$ cat src/core/pll_ctrl_pkg.sv
// Constants for the serial control and keying logic of the synthesizer
// Functional notes
// - First rising edge, input low means write
// - Six address bits on rising edges 2-7
// - Device captures data on rising edges 8-31
// - Select rises on 32nd fall; apply word
// - Keying enabled, select low: input selects frequency
// - Select high stops keying, base frequency
// - Keying input sampled on divided reference fall
// - Data one adds offset word to fraction
// - Fraction 24 bits over two to 24th
// - Fractional only with both run bits set
// - Both run bits clear: integer only
// - Integer and fraction writes act immediately
// - Power-on reset holds defaults for 250us
// - Soft reset strobe loads defaults, timer not rerun
// - Powered down: writes work, no read out
// - Source select clear: register bit controls power
// - Read of address zero returns identifier
// - Read drives 24 bits, edges 8-31, restores lock
// - Address zero write is soft reset strobe
// - Source select resets to one, pin controls
package pll_ctrl_pkg;
  localparam logic [5:0]  ADDR_ID      = 6'h00;
  localparam logic [5:0]  ADDR_RST     = 6'h01;
  localparam logic [5:0]  ADDR_REFDIV  = 6'h02;
  localparam logic [5:0]  ADDR_INT     = 6'h03;
  localparam logic [5:0]  ADDR_FRAC    = 6'h04;
  localparam logic [5:0]  ADDR_OFFSET  = 6'h05;
  localparam logic [5:0]  ADDR_MODE    = 6'h06;
  // Power register fields
  localparam int          RST_PIN_SEL  = 0;
  localparam int          RST_SPI_EN   = 1;
  localparam int          RST_KEEP_LO  = 2;
  localparam int          RST_KEEP_HI  = 9;
  // Mode register fields, then the soft reset bit of an address zero write
  localparam int          MODE_FRAC_RUN = 0;
  localparam int          MODE_BUF_RUN  = 1;
  localparam int          MODE_FSK_EN   = 2;
  localparam int          SWRST_BIT     = 0;
  // Reset values
  localparam logic [9:0]  RST_DEFAULT    = 10'h001;
  localparam logic [13:0] REFDIV_DEFAULT = 14'h0001;
  localparam logic [15:0] INT_DEFAULT    = 16'h0024;
  localparam logic [23:0] FRAC_DEFAULT   = 24'h000000;
  localparam logic [23:0] OFFSET_DEFAULT = 24'h000000;
  localparam logic [2:0]  MODE_DEFAULT   = 3'h0;
  // Arbitrary identifier value, not a real part code
  localparam logic [23:0] ID_VALUE       = 24'h00A5C3;
  // Frame geometry
  localparam logic [5:0]  BIT_ADDR_LAST  = 6'h07;
  localparam logic [5:0]  BIT_DATA_FIRST = 6'h08;
  localparam logic [5:0]  BIT_LAST       = 6'h20;
  // Power-on reset delay
  localparam int          POR_TIME_NS    = 250000;
  localparam int          CLK_PERIOD_NS  = 4;
  localparam int          POR_CYCLES     = (POR_TIME_NS + CLK_PERIOD_NS - 1) / CLK_PERIOD_NS;
endpackage

$ cat src/core/pll_serial_control_fsk.sv
// Serial register port, divider words and keying for the synthesizer
`timescale 1ns/1ps
module pll_serial_control_fsk #(
  parameter int POR_CYCLES = pll_ctrl_pkg::POR_CYCLES
) (
  // Clock and reset
  input  wire logic        clk_sys_i,
  input  wire logic        rst_n_i,
  // Serial pins
  input  wire logic        serial_clk_i,
  input  wire logic        serial_select_i,
  input  wire logic        serial_input_i,
  output logic             lock_or_serial_out_o,
  // Analog side
  input  wire logic        chip_enable_i,
  input  wire logic        div_ref_i,
  input  wire logic        lock_flag_i,
  output logic             por_done_o,
  output logic             power_down_o,
  output logic [7:0]       keep_on_o,
  output logic [13:0]      ref_divide_o,
  output logic [15:0]      whole_divide_o,
  output logic [23:0]      fine_numerator_o,
  output logic             frac_active_o
);
  // ==========================================
  // Reset release
  logic [1:0] rst_sync;
  logic       rst_n;
  always_ff @(posedge clk_sys_i or negedge rst_n_i) begin
    if (!rst_n_i) rst_sync <= 2'b00;
    else rst_sync <= {rst_sync[0], 1'b1};
  end
  assign rst_n = rst_sync[1];

  // ==========================================
  // Pin synchronisers
  logic [1:0] sck_s, sel_s, din_s, ce_s, ref_s, ld_s;
  logic       sck_d, ref_d;
  always_ff @(posedge clk_sys_i or negedge rst_n) begin
    if (!rst_n) begin
      sck_s <= 2'b00;
      sel_s <= 2'b11;
      din_s <= 2'b00;
      ce_s  <= 2'b00;
      ref_s <= 2'b00;
      ld_s  <= 2'b00;
      sck_d <= 1'b0;
      ref_d <= 1'b0;
    end else begin
      sck_s <= {sck_s[0], serial_clk_i};
      sel_s <= {sel_s[0], serial_select_i};
      din_s <= {din_s[0], serial_input_i};
      ce_s  <= {ce_s[0], chip_enable_i};
      ref_s <= {ref_s[0], div_ref_i};
      ld_s  <= {ld_s[0], lock_flag_i};
      sck_d <= sck_s[1];
      ref_d <= ref_s[1];
    end
  end
  wire sck_rise = sck_s[1] & ~sck_d;
  wire sck_fall = ~sck_s[1] & sck_d;
  wire ref_fall = ~ref_s[1] & ref_d;
  wire sel_low  = ~sel_s[1];
  wire din      = din_s[1];

  // ==========================================
  // Power-on reset timer
  logic [$clog2(POR_CYCLES+1)-1:0] por_cnt;
  wire por_busy = (por_cnt != POR_CYCLES[$clog2(POR_CYCLES+1)-1:0]);
  always_ff @(posedge clk_sys_i or negedge rst_n) begin
    if (!rst_n) por_cnt <= '0;
    else if (por_busy) por_cnt <= por_cnt + 1'b1;
  end

  // ==========================================
  // Serial frame
  logic [5:0]  bit_cnt;
  logic        is_read;
  logic [5:0]  addr;
  logic [23:0] shift_in;
  logic [23:0] shift_out;
  logic        sdo_active;
  logic        sdo;
  logic        pend_write;

  // Registers
  logic [9:0]  pwr_reg;
  logic [13:0] refdiv_reg;
  logic [15:0] whole_divide_ratio;
  logic [23:0] fine_step_word;
  logic [23:0] fsk_offset_word;
  logic [2:0]  mode_reg;

  wire powered_down = pwr_reg[pll_ctrl_pkg::RST_PIN_SEL] ? ~ce_s[1]
                      : ~pwr_reg[pll_ctrl_pkg::RST_SPI_EN];
  wire frame_done = sck_fall & (bit_cnt == pll_ctrl_pkg::BIT_LAST);

  logic [23:0] read_word;
  always_comb begin
    unique case (addr)
      pll_ctrl_pkg::ADDR_ID:     read_word = pll_ctrl_pkg::ID_VALUE;
      pll_ctrl_pkg::ADDR_RST:    read_word = {14'h0000, pwr_reg};
      pll_ctrl_pkg::ADDR_REFDIV: read_word = {10'h000, refdiv_reg};
      pll_ctrl_pkg::ADDR_INT:    read_word = {8'h00, whole_divide_ratio};
      pll_ctrl_pkg::ADDR_FRAC:   read_word = fine_step_word;
      pll_ctrl_pkg::ADDR_OFFSET: read_word = fsk_offset_word;
      pll_ctrl_pkg::ADDR_MODE:   read_word = {21'h000000, mode_reg};
      default:                   read_word = 24'h000000;
    endcase
  end
  wire [5:0] next_addr = {addr[4:0], din};

  // ==========================================
  // Frame phase decode; rising edge n sees the count n-1
  wire [5:0] last_rise_cnt = pll_ctrl_pkg::BIT_LAST - 6'h01;
  wire       cmd_edge  = sel_low & sck_rise & (bit_cnt == 6'h00);
  wire       addr_edge = sel_low & sck_rise & (bit_cnt != 6'h00)
                         & (bit_cnt < pll_ctrl_pkg::BIT_ADDR_LAST);
  wire       data_edge = sel_low & sck_rise & (bit_cnt >= pll_ctrl_pkg::BIT_ADDR_LAST)
                         & (bit_cnt < last_rise_cnt);
  wire       out_start = sel_low & sck_rise & (bit_cnt == pll_ctrl_pkg::BIT_ADDR_LAST)
                         & is_read & ~powered_down;
  wire       out_stop  = sel_low & sck_rise & (bit_cnt == last_rise_cnt);
  wire       out_shift = sel_low & sck_rise & sdo_active;
  // Not gated by select: the host raises it on the very fall that ends the frame
  wire       write_done = frame_done & ~is_read;

  // Bit counter
  always_ff @(posedge clk_sys_i or negedge rst_n) begin
    if (!rst_n) begin
      bit_cnt <= 6'h00;
    end else if (!sel_low) begin
      bit_cnt <= 6'h00;
    end else if (sck_rise) begin
      bit_cnt <= bit_cnt + 6'h01;
    end
  end

  // Command bit
  always_ff @(posedge clk_sys_i or negedge rst_n) begin
    if (!rst_n) begin
      is_read <= 1'b0;
    end else if (cmd_edge) begin
      is_read <= din;
    end
  end

  // Address shifter
  always_ff @(posedge clk_sys_i or negedge rst_n) begin
    if (!rst_n) begin
      addr <= 6'h00;
    end else if (addr_edge) begin
      addr <= next_addr;
    end
  end

  // Data shifter
  always_ff @(posedge clk_sys_i or negedge rst_n) begin
    if (!rst_n) begin
      shift_in <= 24'h000000;
    end else if (data_edge) begin
      shift_in <= {shift_in[22:0], din};
    end
  end

  // Read data shifter
  always_ff @(posedge clk_sys_i or negedge rst_n) begin
    if (!rst_n) begin
      sdo_active <= 1'b0;
      sdo        <= 1'b0;
      shift_out  <= 24'h000000;
    end else if (!sel_low) begin
      sdo_active <= 1'b0;
    end else if (out_start) begin
      sdo_active <= 1'b1;
      sdo        <= read_word[23];
      shift_out  <= {read_word[22:0], 1'b0};
    end else if (out_stop) begin
      sdo_active <= 1'b0;
    end else if (out_shift) begin
      sdo        <= shift_out[23];
      shift_out  <= {shift_out[22:0], 1'b0};
    end
  end

  // Write strobe one cycle after the closing fall
  always_ff @(posedge clk_sys_i or negedge rst_n) begin
    if (!rst_n) begin
      pend_write <= 1'b0;
    end else begin
      pend_write <= write_done;
    end
  end

  // ==========================================
  // Register writes
  wire soft_rst = pend_write & (addr == pll_ctrl_pkg::ADDR_ID)
                  & shift_in[pll_ctrl_pkg::SWRST_BIT];
  wire regs_clr  = por_busy | soft_rst;
  wire wr_pwr    = pend_write & (addr == pll_ctrl_pkg::ADDR_RST);
  wire wr_refdiv = pend_write & (addr == pll_ctrl_pkg::ADDR_REFDIV);
  wire wr_int    = pend_write & (addr == pll_ctrl_pkg::ADDR_INT);
  wire wr_frac   = pend_write & (addr == pll_ctrl_pkg::ADDR_FRAC);
  wire wr_offset = pend_write & (addr == pll_ctrl_pkg::ADDR_OFFSET);
  wire wr_mode   = pend_write & (addr == pll_ctrl_pkg::ADDR_MODE);

  always_ff @(posedge clk_sys_i or negedge rst_n) begin
    if (!rst_n) begin
      pwr_reg <= pll_ctrl_pkg::RST_DEFAULT;
    end else if (regs_clr) begin
      pwr_reg <= pll_ctrl_pkg::RST_DEFAULT;
    end else if (wr_pwr) begin
      pwr_reg <= shift_in[9:0];
    end
  end

  always_ff @(posedge clk_sys_i or negedge rst_n) begin
    if (!rst_n) begin
      refdiv_reg <= pll_ctrl_pkg::REFDIV_DEFAULT;
    end else if (regs_clr) begin
      refdiv_reg <= pll_ctrl_pkg::REFDIV_DEFAULT;
    end else if (wr_refdiv) begin
      refdiv_reg <= shift_in[13:0];
    end
  end

  always_ff @(posedge clk_sys_i or negedge rst_n) begin
    if (!rst_n) begin
      whole_divide_ratio <= pll_ctrl_pkg::INT_DEFAULT;
    end else if (regs_clr) begin
      whole_divide_ratio <= pll_ctrl_pkg::INT_DEFAULT;
    end else if (wr_int) begin
      whole_divide_ratio <= shift_in[15:0];
    end
  end

  always_ff @(posedge clk_sys_i or negedge rst_n) begin
    if (!rst_n) begin
      fine_step_word <= pll_ctrl_pkg::FRAC_DEFAULT;
    end else if (regs_clr) begin
      fine_step_word <= pll_ctrl_pkg::FRAC_DEFAULT;
    end else if (wr_frac) begin
      fine_step_word <= shift_in;
    end
  end

  always_ff @(posedge clk_sys_i or negedge rst_n) begin
    if (!rst_n) begin
      fsk_offset_word <= pll_ctrl_pkg::OFFSET_DEFAULT;
    end else if (regs_clr) begin
      fsk_offset_word <= pll_ctrl_pkg::OFFSET_DEFAULT;
    end else if (wr_offset) begin
      fsk_offset_word <= shift_in;
    end
  end

  always_ff @(posedge clk_sys_i or negedge rst_n) begin
    if (!rst_n) begin
      mode_reg <= pll_ctrl_pkg::MODE_DEFAULT;
    end else if (regs_clr) begin
      mode_reg <= pll_ctrl_pkg::MODE_DEFAULT;
    end else if (wr_mode) begin
      mode_reg <= shift_in[2:0];
    end
  end

  // ==========================================
  // Keying and divider outputs
  logic key_bit;
  wire  frac_on = mode_reg[pll_ctrl_pkg::MODE_FRAC_RUN]
                  & mode_reg[pll_ctrl_pkg::MODE_BUF_RUN];
  wire  keying  = mode_reg[pll_ctrl_pkg::MODE_FSK_EN] & sel_low;
  wire [23:0] next_num = !frac_on ? 24'h000000
                       : (keying & key_bit) ? fine_step_word + fsk_offset_word
                       : fine_step_word;

  // Keying level, taken on the divided reference fall
  always_ff @(posedge clk_sys_i or negedge rst_n) begin
    if (!rst_n) begin
      key_bit <= 1'b0;
    end else if (!keying) begin
      key_bit <= 1'b0;
    end else if (ref_fall) begin
      key_bit <= din;
    end
  end

  // Shared pin: lock flag outside read data
  always_ff @(posedge clk_sys_i or negedge rst_n) begin
    if (!rst_n) begin
      lock_or_serial_out_o <= 1'b0;
    end else begin
      lock_or_serial_out_o <= sdo_active ? sdo : ld_s[1];
    end
  end

  always_ff @(posedge clk_sys_i or negedge rst_n) begin
    if (!rst_n) begin
      por_done_o <= 1'b0;
    end else begin
      por_done_o <= ~por_busy;
    end
  end

  always_ff @(posedge clk_sys_i or negedge rst_n) begin
    if (!rst_n) begin
      power_down_o <= 1'b0;
    end else begin
      power_down_o <= powered_down;
    end
  end

  // Register copies toward the analog side
  always_ff @(posedge clk_sys_i or negedge rst_n) begin
    if (!rst_n) begin
      keep_on_o      <= 8'h00;
      ref_divide_o   <= pll_ctrl_pkg::REFDIV_DEFAULT;
      whole_divide_o <= pll_ctrl_pkg::INT_DEFAULT;
    end else begin
      keep_on_o      <= pwr_reg[pll_ctrl_pkg::RST_KEEP_HI:pll_ctrl_pkg::RST_KEEP_LO];
      ref_divide_o   <= refdiv_reg;
      whole_divide_o <= whole_divide_ratio;
    end
  end

  always_ff @(posedge clk_sys_i or negedge rst_n) begin
    if (!rst_n) begin
      fine_numerator_o <= 24'h000000;
    end else begin
      fine_numerator_o <= next_num;
    end
  end

  always_ff @(posedge clk_sys_i or negedge rst_n) begin
    if (!rst_n) begin
      frac_active_o <= 1'b0;
    end else begin
      frac_active_o <= frac_on;
    end
  end
endmodule

$ cat config.mk
export PLATFORM = sky130hd
export DESIGN_NAME = pll_serial_control_fsk
export DESIGN_NICKNAME = d
export VERILOG_FILES = /design/src/core/pll_ctrl_pkg.sv /design/src/core/pll_serial_control_fsk.sv
export SDC_FILE = /design/constraint.sdc
export NUM_CORES = 1
export LEC_CHECK = 0
export BUFFER_PORTS_ARGS = -buffer_cell sky130_fd_sc_hd__buf_2
export CELL_PAD_IN_SITES_DETAIL_PLACEMENT = 1
export CELL_PAD_IN_SITES_GLOBAL_PLACEMENT = 2
export CORE_UTILIZATION = 42
export DETAILED_ROUTE_END_ITERATION = 10
export PLACE_DENSITY = 0.93
export SYNTH_ARGS = -nofsm -noshare
export SYNTH_HDL_FRONTEND = slang
export SYNTH_SLANG_ARGS = --single-unit
$ cat constraint.sdc
create_clock -name clk_sys_i -period 12.49 [get_ports clk_sys_i]
set_input_delay 3.1225 -clock clk_sys_i [delete_from_list [all_inputs] [get_ports clk_sys_i]]
set_output_delay 3.1225 -clock clk_sys_i [all_outputs]
set_load 0.02 [all_outputs]
==> reports/results.tsv, run 1 <==
metric	value	unit
final_cell_count_no_fill	1550	
grt_pass1_vias	9311	
powerDensity	134	nW/µm²
grt_antenna_before_repair	0	
worstPathRequired	9.37	ns
cts_buffers	27	
clock.fmax	230	MHz
cp_slowest_cell	dfstp_2	
grt_max_degree	77	
worstPathMaxFanout	1	
ys_async_sr_fraction	100	%
power_leakage	5.75	nW
crit_path_end_kind	output port	
status	finished, violations left	
cts_hold_buf	0	
slew_headroom	16.2	%
worst_pin_slew	1.25	ns
reg2regPathDepth	10	
worstPathBufferInverterCount	1	
min_period	4.35	ns
vias_per_cell	5.76	
wl_per_cell	21.2	µm
die_area	27600	µm²
hold_viol	0	
synth_common_cells	dfrtp_1, nand2_1, a21oi_1	
syn-cell-area	11300	µm²
fp.dieH	166	µm
holdCritPathClass	flip-flop to asynchronous set/reset pin	
fin_tns_setup	0	ns
post_cts_buffers	0	
drive_above_1_share	15.9	%
grt_setup_unrepaired	false	
vias	8929	
route.detailed.drc	5	
row_count	59	
slowest_delay	0.52	ns
synth_fa_ha_area_share	3.16	%
cts.path.max_buffers	3	
fp.dieW	166	µm
start_util	43.1	%
cts_sinks	253	
num_antenna_cells	0	
first_iter_violations	665	
area_growth_syn_to_layout	13.7	%
synth_warnings	0	
core-area	26300	µm²
synth_top_family_by_area	compound AO/OA/AOI/OAI gates	
criticalPathCategory	flip-flop to output port	
synth_area_leader_cell	dfrtp_1	
path_delay_family	flip-flops	
slew_violations	0	
synth_enable_flop_cells	0	
clkSlewWorstSetupHoldPaths	0.06	ns
grt_pass1_wl	52900	µm
ys_types	62	
crit_path_start_kind	flip-flop	
cts_root_buf	clkbuf_16	
synth_seq_area_share	56.0	%
fin_crit_sh	34.8	%
first_pass_iters	10	
yosysMostFrequentCell	dfrtp_1	
yosysTopAreaCellShare	53.9	%
synth-xor-area-share	2.47	%
worstPathCellList	buf_2	
clock_latency	0.54	ns
hpwl	21700	µm
cap_violations	0	
portBuffers	73	
skew	0.0174	ns
ys_seq_elements	253	
muxShareOfSynthArea	3.73	%
netlist_instances	1139	
synth-simple-area-share	15.5	%
netlist_top_cells_area	dfrtp_1, a21oi_1, nand2_1	
routed_wl	32900	µm
ys.flop_type	dfrtp_1	
violations	DRC	
fill_cells	2937	
cts_resized	0	
setup_viol	0	
ant_nets	0	
arrival	1.23	ns
path_depth	1	
cts_tree	yes	
fin_nets	1230	
gr-total-overflow	0	
io-pin-count	74	
htree_num_levels	1	
ir_drop	0.0975	mV
gp_congestion	0.822	
synth_area_per_cell	9.95	µm²
synth.net_count	1175	
grt_util_all_layers	24.1	%
synth_compound_area_share	16.2	%
place_inst	1500	
-- path summary, 6_finish.rpt --
check / slack [ns] / endpoint / startpoint
max: 8.14 / whole_divide_o[5] / whole_divide_o[5]
min: 0.31 / ce_s[0] / rst_sync[1]
max reg2reg: 9.26 / fine_numerator_o[22] / fine_step_word[0]
min reg2reg: 0.31 / ce_s[0] / rst_sync[1]
max in group asynchronous: 9.97 / fine_numerator_o[10] / rst_sync[1]
min in group clk_sys_i: 0.35 / ld_s[1] / ld_s[0]
-- power by group --
group / leakage [nW] / internal, mW / total, mW / switching, mW
combinational: 1.86 / 0.0205 / 0.0777 / 0.0572
clock: 0.441 / 0.474 / 0.809 / 0.335
sequential: 3.45 / 0.826 / 0.840 / 0.0141
total: 5.75 / 1.32 / 1.73 / 0.406
-- worst reg2reg max path: cells and delay by family, from the launching register on --
kind / cells / cell delay (ns)
AOI/OAI and AO/OA: 6 / 2.12
DFF: 1 / 0.42
buffers and inverters: 1 / 0.07
adders and majority gates: 2 / 0.44
and+or+nand+nor: 1 / 0.07
-- kinds of logic after synthesis --
family,after synthesis
fa+ha+maj,28
flops,253
mux,38
other cells,1
simple gates,398
buf+inv,78
xor+xnor,32
compound gates,311
-- stage by stage --
stage | power [mW] | utilization, % | hold slack, ns | area (µm²) | worst slack, ns
4_1_cts | 1.75 | 49.0 | 0.321 | 12900 | 8.11
2_1_floorplan | 0.898 | - | 0.331 | 11300 | 4.93
6_report | 1.73 | 49.0 | 0.306 | 12900 | 8.14
3_5_place_dp | 0.932 | 45.6 | 0.323 | 12000 | 8.70
3_3_place_gp | 0.929 | 45.6 | 0.321 | 12000 | 8.72
5_1_grt | 1.78 | 49.0 | 0.354 | 12900 | 8.10
-- metal layers --
metal	share of wire (%)	global-route usage, %
met5	0	0
met4	1.7	4.83
met3	5.3	3.55
met2	47	39.4
met1	46	34.1
-- cells in the final DEF, fill, tap and decap left out, drive strengths merged, types with 8 or more instances in the layout --
cell,Yosys,final
ha,27,27
mux2,34,34
nand3,39,39
xnor2,19,19
o21ai,29,29
nand4,8,8
inv,15,16
buf,24,89
nand2,236,236
dfrtp,244,244
clkbuf,39,37
a22oi,34,34
xor2,13,13
a21o,11,11
dfstp,9,9
a21oi,184,184
a31oi,17,17
nor2,57,57
nor3,13,13
-- final cells by class --
class / instances / area [µm²] / area share (%)
inverters: 15 / 56.3 / 0.437
clock buffers: 37 / 773 / 6.00
well taps: 335 / 419 / 3.25
multi-input cells: 808 / 4670 / 36.3
flip-flops and latches: 253 / 6350 / 49.3
repair buffers: 89 / 485 / 3.77
clock inverters: 13 / 126 / 0.981
Power figures use the tool's default switching activity.
==> run 2, diff against run 1 <==
--- a/config.mk
+++ b/config.mk
@@ -5,12 +5,13 @@
 export SDC_FILE = /design/constraint.sdc
 export NUM_CORES = 1
 export LEC_CHECK = 0
+export ABC_AREA = 1
 export BUFFER_PORTS_ARGS = -buffer_cell sky130_fd_sc_hd__buf_2
 export CELL_PAD_IN_SITES_DETAIL_PLACEMENT = 1
 export CELL_PAD_IN_SITES_GLOBAL_PLACEMENT = 2
-export CORE_UTILIZATION = 42
+export CORE_UTILIZATION = 33
 export DETAILED_ROUTE_END_ITERATION = 10
-export PLACE_DENSITY = 0.93
+export PLACE_DENSITY = 0.85
 export SYNTH_ARGS = -nofsm -noshare
 export SYNTH_HDL_FRONTEND = slang
 export SYNTH_SLANG_ARGS = --single-unit
==> constraint.sdc (replaced) <==
create_clock -name clk_sys_i -period 3.7 [get_ports clk_sys_i]
set_input_delay 0.925 -clock clk_sys_i [delete_from_list [all_inputs] [get_ports clk_sys_i]]
set_output_delay 0.925 -clock clk_sys_i [all_outputs]
set_load 0.02 [all_outputs]
==> run 2 against run 1 <==
Compared with the run above:
- largest power group is now the clock network
- synthesized cell count rose by 33%
- clock power increased to 3.7 times the previous value
- global-route usage decreased by 4.0 points
- the run now ends clean
- sequential power grew to 3.4 times the previous value
- area after synthesis is 7.4% higher
- sequential share of layout area down 4.3 points
- routed wire length increased by 11%
- die area rose by 36%
- largest cell class unchanged
- via count up 13%
- design area is 9.5% higher
- flip-flop and latch count is the same
- core utilization is 9.7 points lower
==> reports/results.tsv, run 2 <==
metric	value	unit	change
fin_nets	1638		+33%
hold_viol	0		unchanged
cap_violations	0		unchanged
vias_per_cell	4.85		-16%
ys.flop_type	dfrtp_1		
cts_resized	0		unchanged
gr-total-overflow	0		unchanged
slew_headroom	36.2	%	+20 points
p_sw	1.49	mW	+270%
grt_antenna_before_repair	0		unchanged
grt_pass1_vias	10584		+14%
post_cts_buffers	0		unchanged
layout_commonest_cell	nand2_1		
fp.dieW	194	µm	+17%
netlist_top_cells_area	dfrtp_1, nand2_1, inv_1		
path_delay_family	simple AND/OR/NAND/NOR gates		
row_count	69		+17%
yosysMostFrequentCell	nand2_1		
first_pass_iters	4		-6
cp_slowest_cell	nor2_4		
final_util	39.3	%	-9.7 points
hold_slack	0.102	ns	-0.204 ns
worstPathCellList	inv_1, ha_1, nand3_1, nor3_4, nand2_4, nor2_4, nand2_1, nand2_1		
fin_crit_sh	72.3	%	
vias	10119		+13%
min_period	2.68	ns	
final_cell_count_no_fill	2085		+35%
grt_max_degree	81		+5.2%
fill_cells	4363		+49%
p_sw_share	24.2	%	+0.68 points
pre_cts_slack	1.05	ns	-7.65 ns
cp_common_cell	nand2_1		
wl_per_cell	17.5	µm	-18%
grt_pass1_wl	59900	µm	+13%
grt_setup_unrepaired	false		
ant_nets	0		unchanged
slowest_delay	0.68	ns	+0.16 ns
routed_wl	36400	µm	+11%
clkSlewWorstSetupHoldPaths	0.06	ns	about the same
crit_path_end_kind	flip-flop		
setup_viol	0		unchanged
worstPathRequired	4.20	ns	-5.17 ns
cts_hold_buf	0		unchanged
synth_enable_flop_cells	0		unchanged
crit_path_start_kind	flip-flop		
route.detailed.drc	0		-5
synth-xor-area-share	1.37	%	-1.1 points
clock.fmax	374	MHz	
holdCritPathClass	input pin to asynchronous set/reset pin		
portBuffers	73		unchanged
seqPwrFrac	45.9	%	-2.8 points
die_area	37600	µm²	+36%
place_inst	2031		+35%
skew	0.0494	ns	+0.0320 ns
arrival	3.18	ns	+1.95 ns
ys_async_sr_fraction	100	%	unchanged
synth_compound_area_share	7.23	%	-9.0 points
netlist_instances	1520		+33%
htree_num_levels	1		unchanged
reg2regPathDepth	8		-2
drive_above_1_share	11.8	%	-4.1 points
ys_types	42		-32%
cts.path.max_buffers	3		unchanged
synth_warnings	0		unchanged
ir_drop	0.381	mV	+290%
yosysTopAreaCellShare	50.2	%	-3.7 points
combPwrFrac	4.8	%	+0.3 points
first_iter_violations	530		-20%
clock_power_share	49.3	%	+2.5 points
synth_top_family_by_area	simple AND/OR/NAND/NOR gates		
io-pin-count	74		unchanged
clock_latency	0.61	ns	+0.07 ns
internal_power	4.67	mW	+250%
num_antenna_cells	0		unchanged
grt_util_all_layers	20.1	%	-4.0 points
powerDensity	436	nW/µm²	+230%
placed_area	13100	µm²	+9.2%
synth_common_cells	nand2_1, dfrtp_1, inv_1		
area_growth_syn_to_layout	15.9	%	
muxShareOfSynthArea	0.360	%	-3.4 points
cts_root_buf	clkbuf_16		
synth_area_leader_cell	dfrtp_1		
start_util	33.9	%	-9.2 points
synth-simple-area-share	28.4	%	+13 points
worstPathMaxFanout	25		+24
cts_tree	yes		
core-area	35900	µm²	+37%
path_depth	8		+7
power_leakage	7.52	nW	+31%
fin_tns_setup	0	ns	unchanged
final_cell_mix	nand2_1, dfrtp_1, inv_1		
synth.net_count	1556		+32%
finalWorstSetupSlack	1.02	ns	-7.12 ns
ys_seq_elements	253		unchanged
worst_pin_slew	0.956	ns	-0.296 ns
synth_seq_area_share	52.1	%	-3.8 points
gp_congestion	0.838		+1.8%
criticalPathCategory	flip-flop to flip-flop		
synth_fa_ha_area_share	2.94	%	-0.22 points
worstPathBufferInverterCount	1		unchanged
fp.dieH	194	µm	+17%
total_power	6.15	mW	+260%
syn-cell-area	12200	µm²	+7.4%
hpwl	26800	µm	+24%
status	finished clean		
synth_area_per_cell	8.00	µm²	-20%
cts_sinks	253		unchanged
slew_violations	0		unchanged
cts_buffers	30		+11%
final_cell_area	14100	µm²	+9.5%
==> run 2: worst paths after layout <==
path                        startpoint             endpoint  slack (ns)
max in group asynchronous  rst_sync[1]             sel_s[1]        2.19
min reg2reg                    ce_s[0]              ce_s[1]        0.35
max                         por_cnt[0]  fsk_offset_word[22]        1.02
min                            rst_n_i          rst_sync[1]        0.10
max reg2reg                 por_cnt[0]  fsk_offset_word[22]        1.02
min in group clk_sys_i         ce_s[0]              ce_s[1]        0.35
==> run 2: logic make-up after synthesis <==
family | count (synthesis)
mux | 4
xor+xnor | 19
simple gates | 827
other cells | 1
fa+ha+maj | 28
buf+inv | 232
flops | 253
compound gates | 156
==> run 2: layout make-up <==
type                       instances  area, µm²  area share [%]
sequential                       253       6350            45.0
multi-input combinational       1035       4910            34.8
inverter                         192        721            5.11
timing repair buffer              90        518            3.67
clock inverter                    15        194            1.38
clock buffer                      39        835            5.92
tap                              461        577            4.09
==> run 2: layer usage <==
layer / GRT usage (%) / vias to the layer above / share of wire, %
li1: - / 4899 / -
met1: 28.0 / 5007 / 48
met2: 32.6 / 163 / 46
met3: 2.71 / 50 / 3.9
met4: 5.58 / 0 / 2.1
met5: 0 / - / 0
==> run 2: power by group through the flow <==
stage / clock network, mW / registers (mW) / logic [mW]
after floorplan: 0 / 2.89 / 0.142
after global placement: 0 / 2.87 / 0.299
after detailed placement: 0 / 2.87 / 0.302
after CTS: 3.11 / 2.82 / 0.304
after global routing: 3.23 / 2.83 / 0.329
final: 3.03 / 2.82 / 0.298
==> run 3, diff against run 2 <==
--- a/config.mk
+++ b/config.mk
@@ -5,13 +5,13 @@
 export SDC_FILE = /design/constraint.sdc
 export NUM_CORES = 1
 export LEC_CHECK = 0
-export ABC_AREA = 1
+export ABC_AREA = 0
 export BUFFER_PORTS_ARGS = -buffer_cell sky130_fd_sc_hd__buf_2
 export CELL_PAD_IN_SITES_DETAIL_PLACEMENT = 1
 export CELL_PAD_IN_SITES_GLOBAL_PLACEMENT = 2
-export CORE_UTILIZATION = 33
+export CORE_UTILIZATION = 35
 export DETAILED_ROUTE_END_ITERATION = 10
-export PLACE_DENSITY = 0.85
+export PLACE_DENSITY = 0.84
 export SYNTH_ARGS = -nofsm -noshare
 export SYNTH_HDL_FRONTEND = slang
 export SYNTH_SLANG_ARGS = --single-unit
==> constraint.sdc (replaced) <==
create_clock -name clk_sys_i -period 2.45 [get_ports clk_sys_i]
set_input_delay 0.6125 -clock clk_sys_i [delete_from_list [all_inputs] [get_ports clk_sys_i]]
set_output_delay 0.6125 -clock clk_sys_i [all_outputs]
set_load 0.02 [all_outputs]
==> run 3 against run 2 <==
Compared with the run above:
- maximum frequency grew 14%
- routed wire length shrank 7.5%
- design area shrank 1.3%
- global-route usage grew 0.64 points
- sequential share of layout area grew 0.60 points
- via count shrank 9.6%
- cell count shrank 18%
==> reports/results.tsv, run 3 (synthesis gave the netlist of run 1 again) <==
metric	value	unit	change
final_util	43.9	%	+4.6 points
worstPathRequired	2.89	ns	-1.31 ns
multi_input_area	4760	µm²	-3.1%
slew_violations	0		unchanged
whs_endpoint	sel_s[0]		
fin_tns_setup	0	ns	unchanged
grt_setup_unrepaired	true		
fill_cells	3574		-18%
fin_nets	1313		-20%
slew_headroom	60.0	%	+24 points
reg2regPathDepth	9		+1
total_power	9.33	mW	+52%
area_growth_syn_to_layout	22.9	%	
fp.dieH	182	µm	-6.2%
wl_per_cell	19.8	µm	+13%
routed_wl	33700	µm	-7.5%
finalWorstSetupSlack	0.0923	ns	-0.931 ns
crit_path_start_kind	flip-flop		
grt_antenna_before_repair	0		unchanged
powerDensity	670	nW/µm²	+54%
setup_viol	0		unchanged
num_antenna_cells	0		unchanged
clock.fmax	424	MHz	+14%
final_cell_mix	dfrtp_1, nand2_1, a21oi_1		
power_leakage	6.25	nW	-17%
holdCritStartpoint	serial_select_i		
arrival	2.79	ns	-0.39 ns
vias	9148		-9.6%
reg2reg_from	fine_step_word[3]		
worstPathMaxFanout	3		-88%
die_area	33100	µm²	-12%
min_path_cells	1		
cts_sinks	253		unchanged
crit_path_end_kind	flip-flop		
fin_crit_sh	96.2	%	+24 points
r2r_setup_slack	0.09	ns	-0.93 ns
r2r-end	fine_numerator_o[15]		
worst_pin_slew	0.600	ns	-0.356 ns
grt_util_all_layers	20.7	%	+0.64 points
vias_per_cell	5.37		+11%
fp.dieW	182	µm	-6.2%
route.detailed.drc	0		unchanged
grt_pass1_vias	9529		-10%
gr-total-overflow	0		unchanged
first_pass_iters	5		+1
htree_num_levels	1		unchanged
regArea	6350	µm²	unchanged
grt_pass1_wl	54200	µm	-9.5%
first_iter_violations	456		-14%
cts_buffers	29		-3.3%
skew	0.0226	ns	-0.0268 ns
drive_above_1_share	22.4	%	+11 points
ir_drop	0.549	mV	+44%
io-pin-count	74		unchanged
hold_viol	0		unchanged
criticalPathCategory	flip-flop to flip-flop		
pre_cts_slack	-0.0107	ns	-1.06 ns
cts_root_buf	clkbuf_16		
ant_nets	0		unchanged
portBuffers	73		unchanged
start_util	35.7	%	+1.8 points
final_cell_count_no_fill	1702		-18%
core-area	31700	µm²	-12%
row_count	65		-5.8%
clkSlewWorstSetupHoldPaths	0.06	ns	about the same
place_inst	1643		-19%
min_period	2.36	ns	-0.319 ns
clock_latency	0.57	ns	-0.04 ns
status	finished clean		
cts.path.max_buffers	3		unchanged
layout_commonest_cell	dfrtp_1		
cts_tree	yes		
gp_congestion	0.894		+6.7%
cap_violations	0		unchanged
holdCritPathClass	input pin to flip-flop		
hpwl	23500	µm	-12%
grt_max_degree	75		-7.4%
## run 3: cell count changes in the layout (fill, tap and decap cells not counted), sizes merged, moves of 31 or more
cell,before,now
buf,90,168
a21oi,52,184
inv,191,16
nor2,126,57
nand2,581,236
o21ai,66,29
nand3,85,39
mux2,3,34
## run 3: critical path, cell delays in order (launching register included)
cell and delay, ns:
dfrtp_1 0.38, ha_1 0.34, a21o_1 0.19, a21oi_2 0.18
a21oi_2 0.10, o311ai_2 0.33, a21o_1 0.19, buf_4 0.12
mux2i_1 0.08, a311o_1 0.33
## run 3: worst max path at each step
stage | to | slack (ns) | start | cells past startpoint
floorplan | addr[0] | -0.09 | rst_sync[1] | 0
global placement | fine_numerator_o[21] | 0.03 | fine_step_word[6] | 8
detailed placement | fine_numerator_o[21] | -0.01 | fine_step_word[6] | 8
CTS | fine_numerator_o[21] | 0.01 | fine_step_word[7] | 8
global route | fine_numerator_o[22] | -0.04 | fine_step_word[0] | 12
finish | fine_numerator_o[15] | 0.09 | fine_step_word[3] | 9
## run 3: power breakdown
| part | leakage (nW) | total, mW | switching (mW) | internal (mW) |
|---|---|---|---|---|
| Clock | 0.510 | 4.64 | 1.81 | 2.83 |
| Combinational | 2.29 | 0.421 | 0.288 | 0.132 |
| Sequential | 3.45 | 4.27 | 0.0583 | 4.21 |
| Total | 6.25 | 9.33 | 2.16 | 7.17 |
## run 3: area by class of cell
cell class / instances / area share (%)
clock inverters: 18 / 1.72
flip-flops and latches: 253 / 45.6
clock buffers: 36 / 5.69
inverters: 15 / 0.405
multi-input cells: 808 / 34.2
well taps: 402 / 3.61
repair buffers: 170 / 8.75
## run 3: metal layers
layer	share of wire, %	up-vias	GRT usage, %	wire length [µm]
met2	47	182	33.6	15800
met3	3.7	53	2.55	1260
li1	-	4262	-	-
met1	47	4651	29.4	16000
met5	0	-	0	0
met4	1.9	0	5.24	656
## run 3: timing repair
action / CTS / global route
cloned: 0 / 1
endpoints found under the setup margin: 1 / 10
hold buffers: 1 / 0
endpoints found under the hold margin: 2 / 0
setup buffers: 0 / 3
pin swaps: 0 / 10
resized for setup: 1 / 15
## run 3: stage by stage
| step | instance area [µm²] | hold slack (ns) |
|---|---|---|
| 4_1_cts | 13800 | 0.131 |
| 6_report | 13900 | 0.151 |
| 2_1_floorplan | 11300 | 0.317 |
| 3_3_place_gp | 12700 | 0.211 |
| 5_1_grt | 13900 | 0.135 |
| 3_5_place_dp | 12700 | 0.213 |
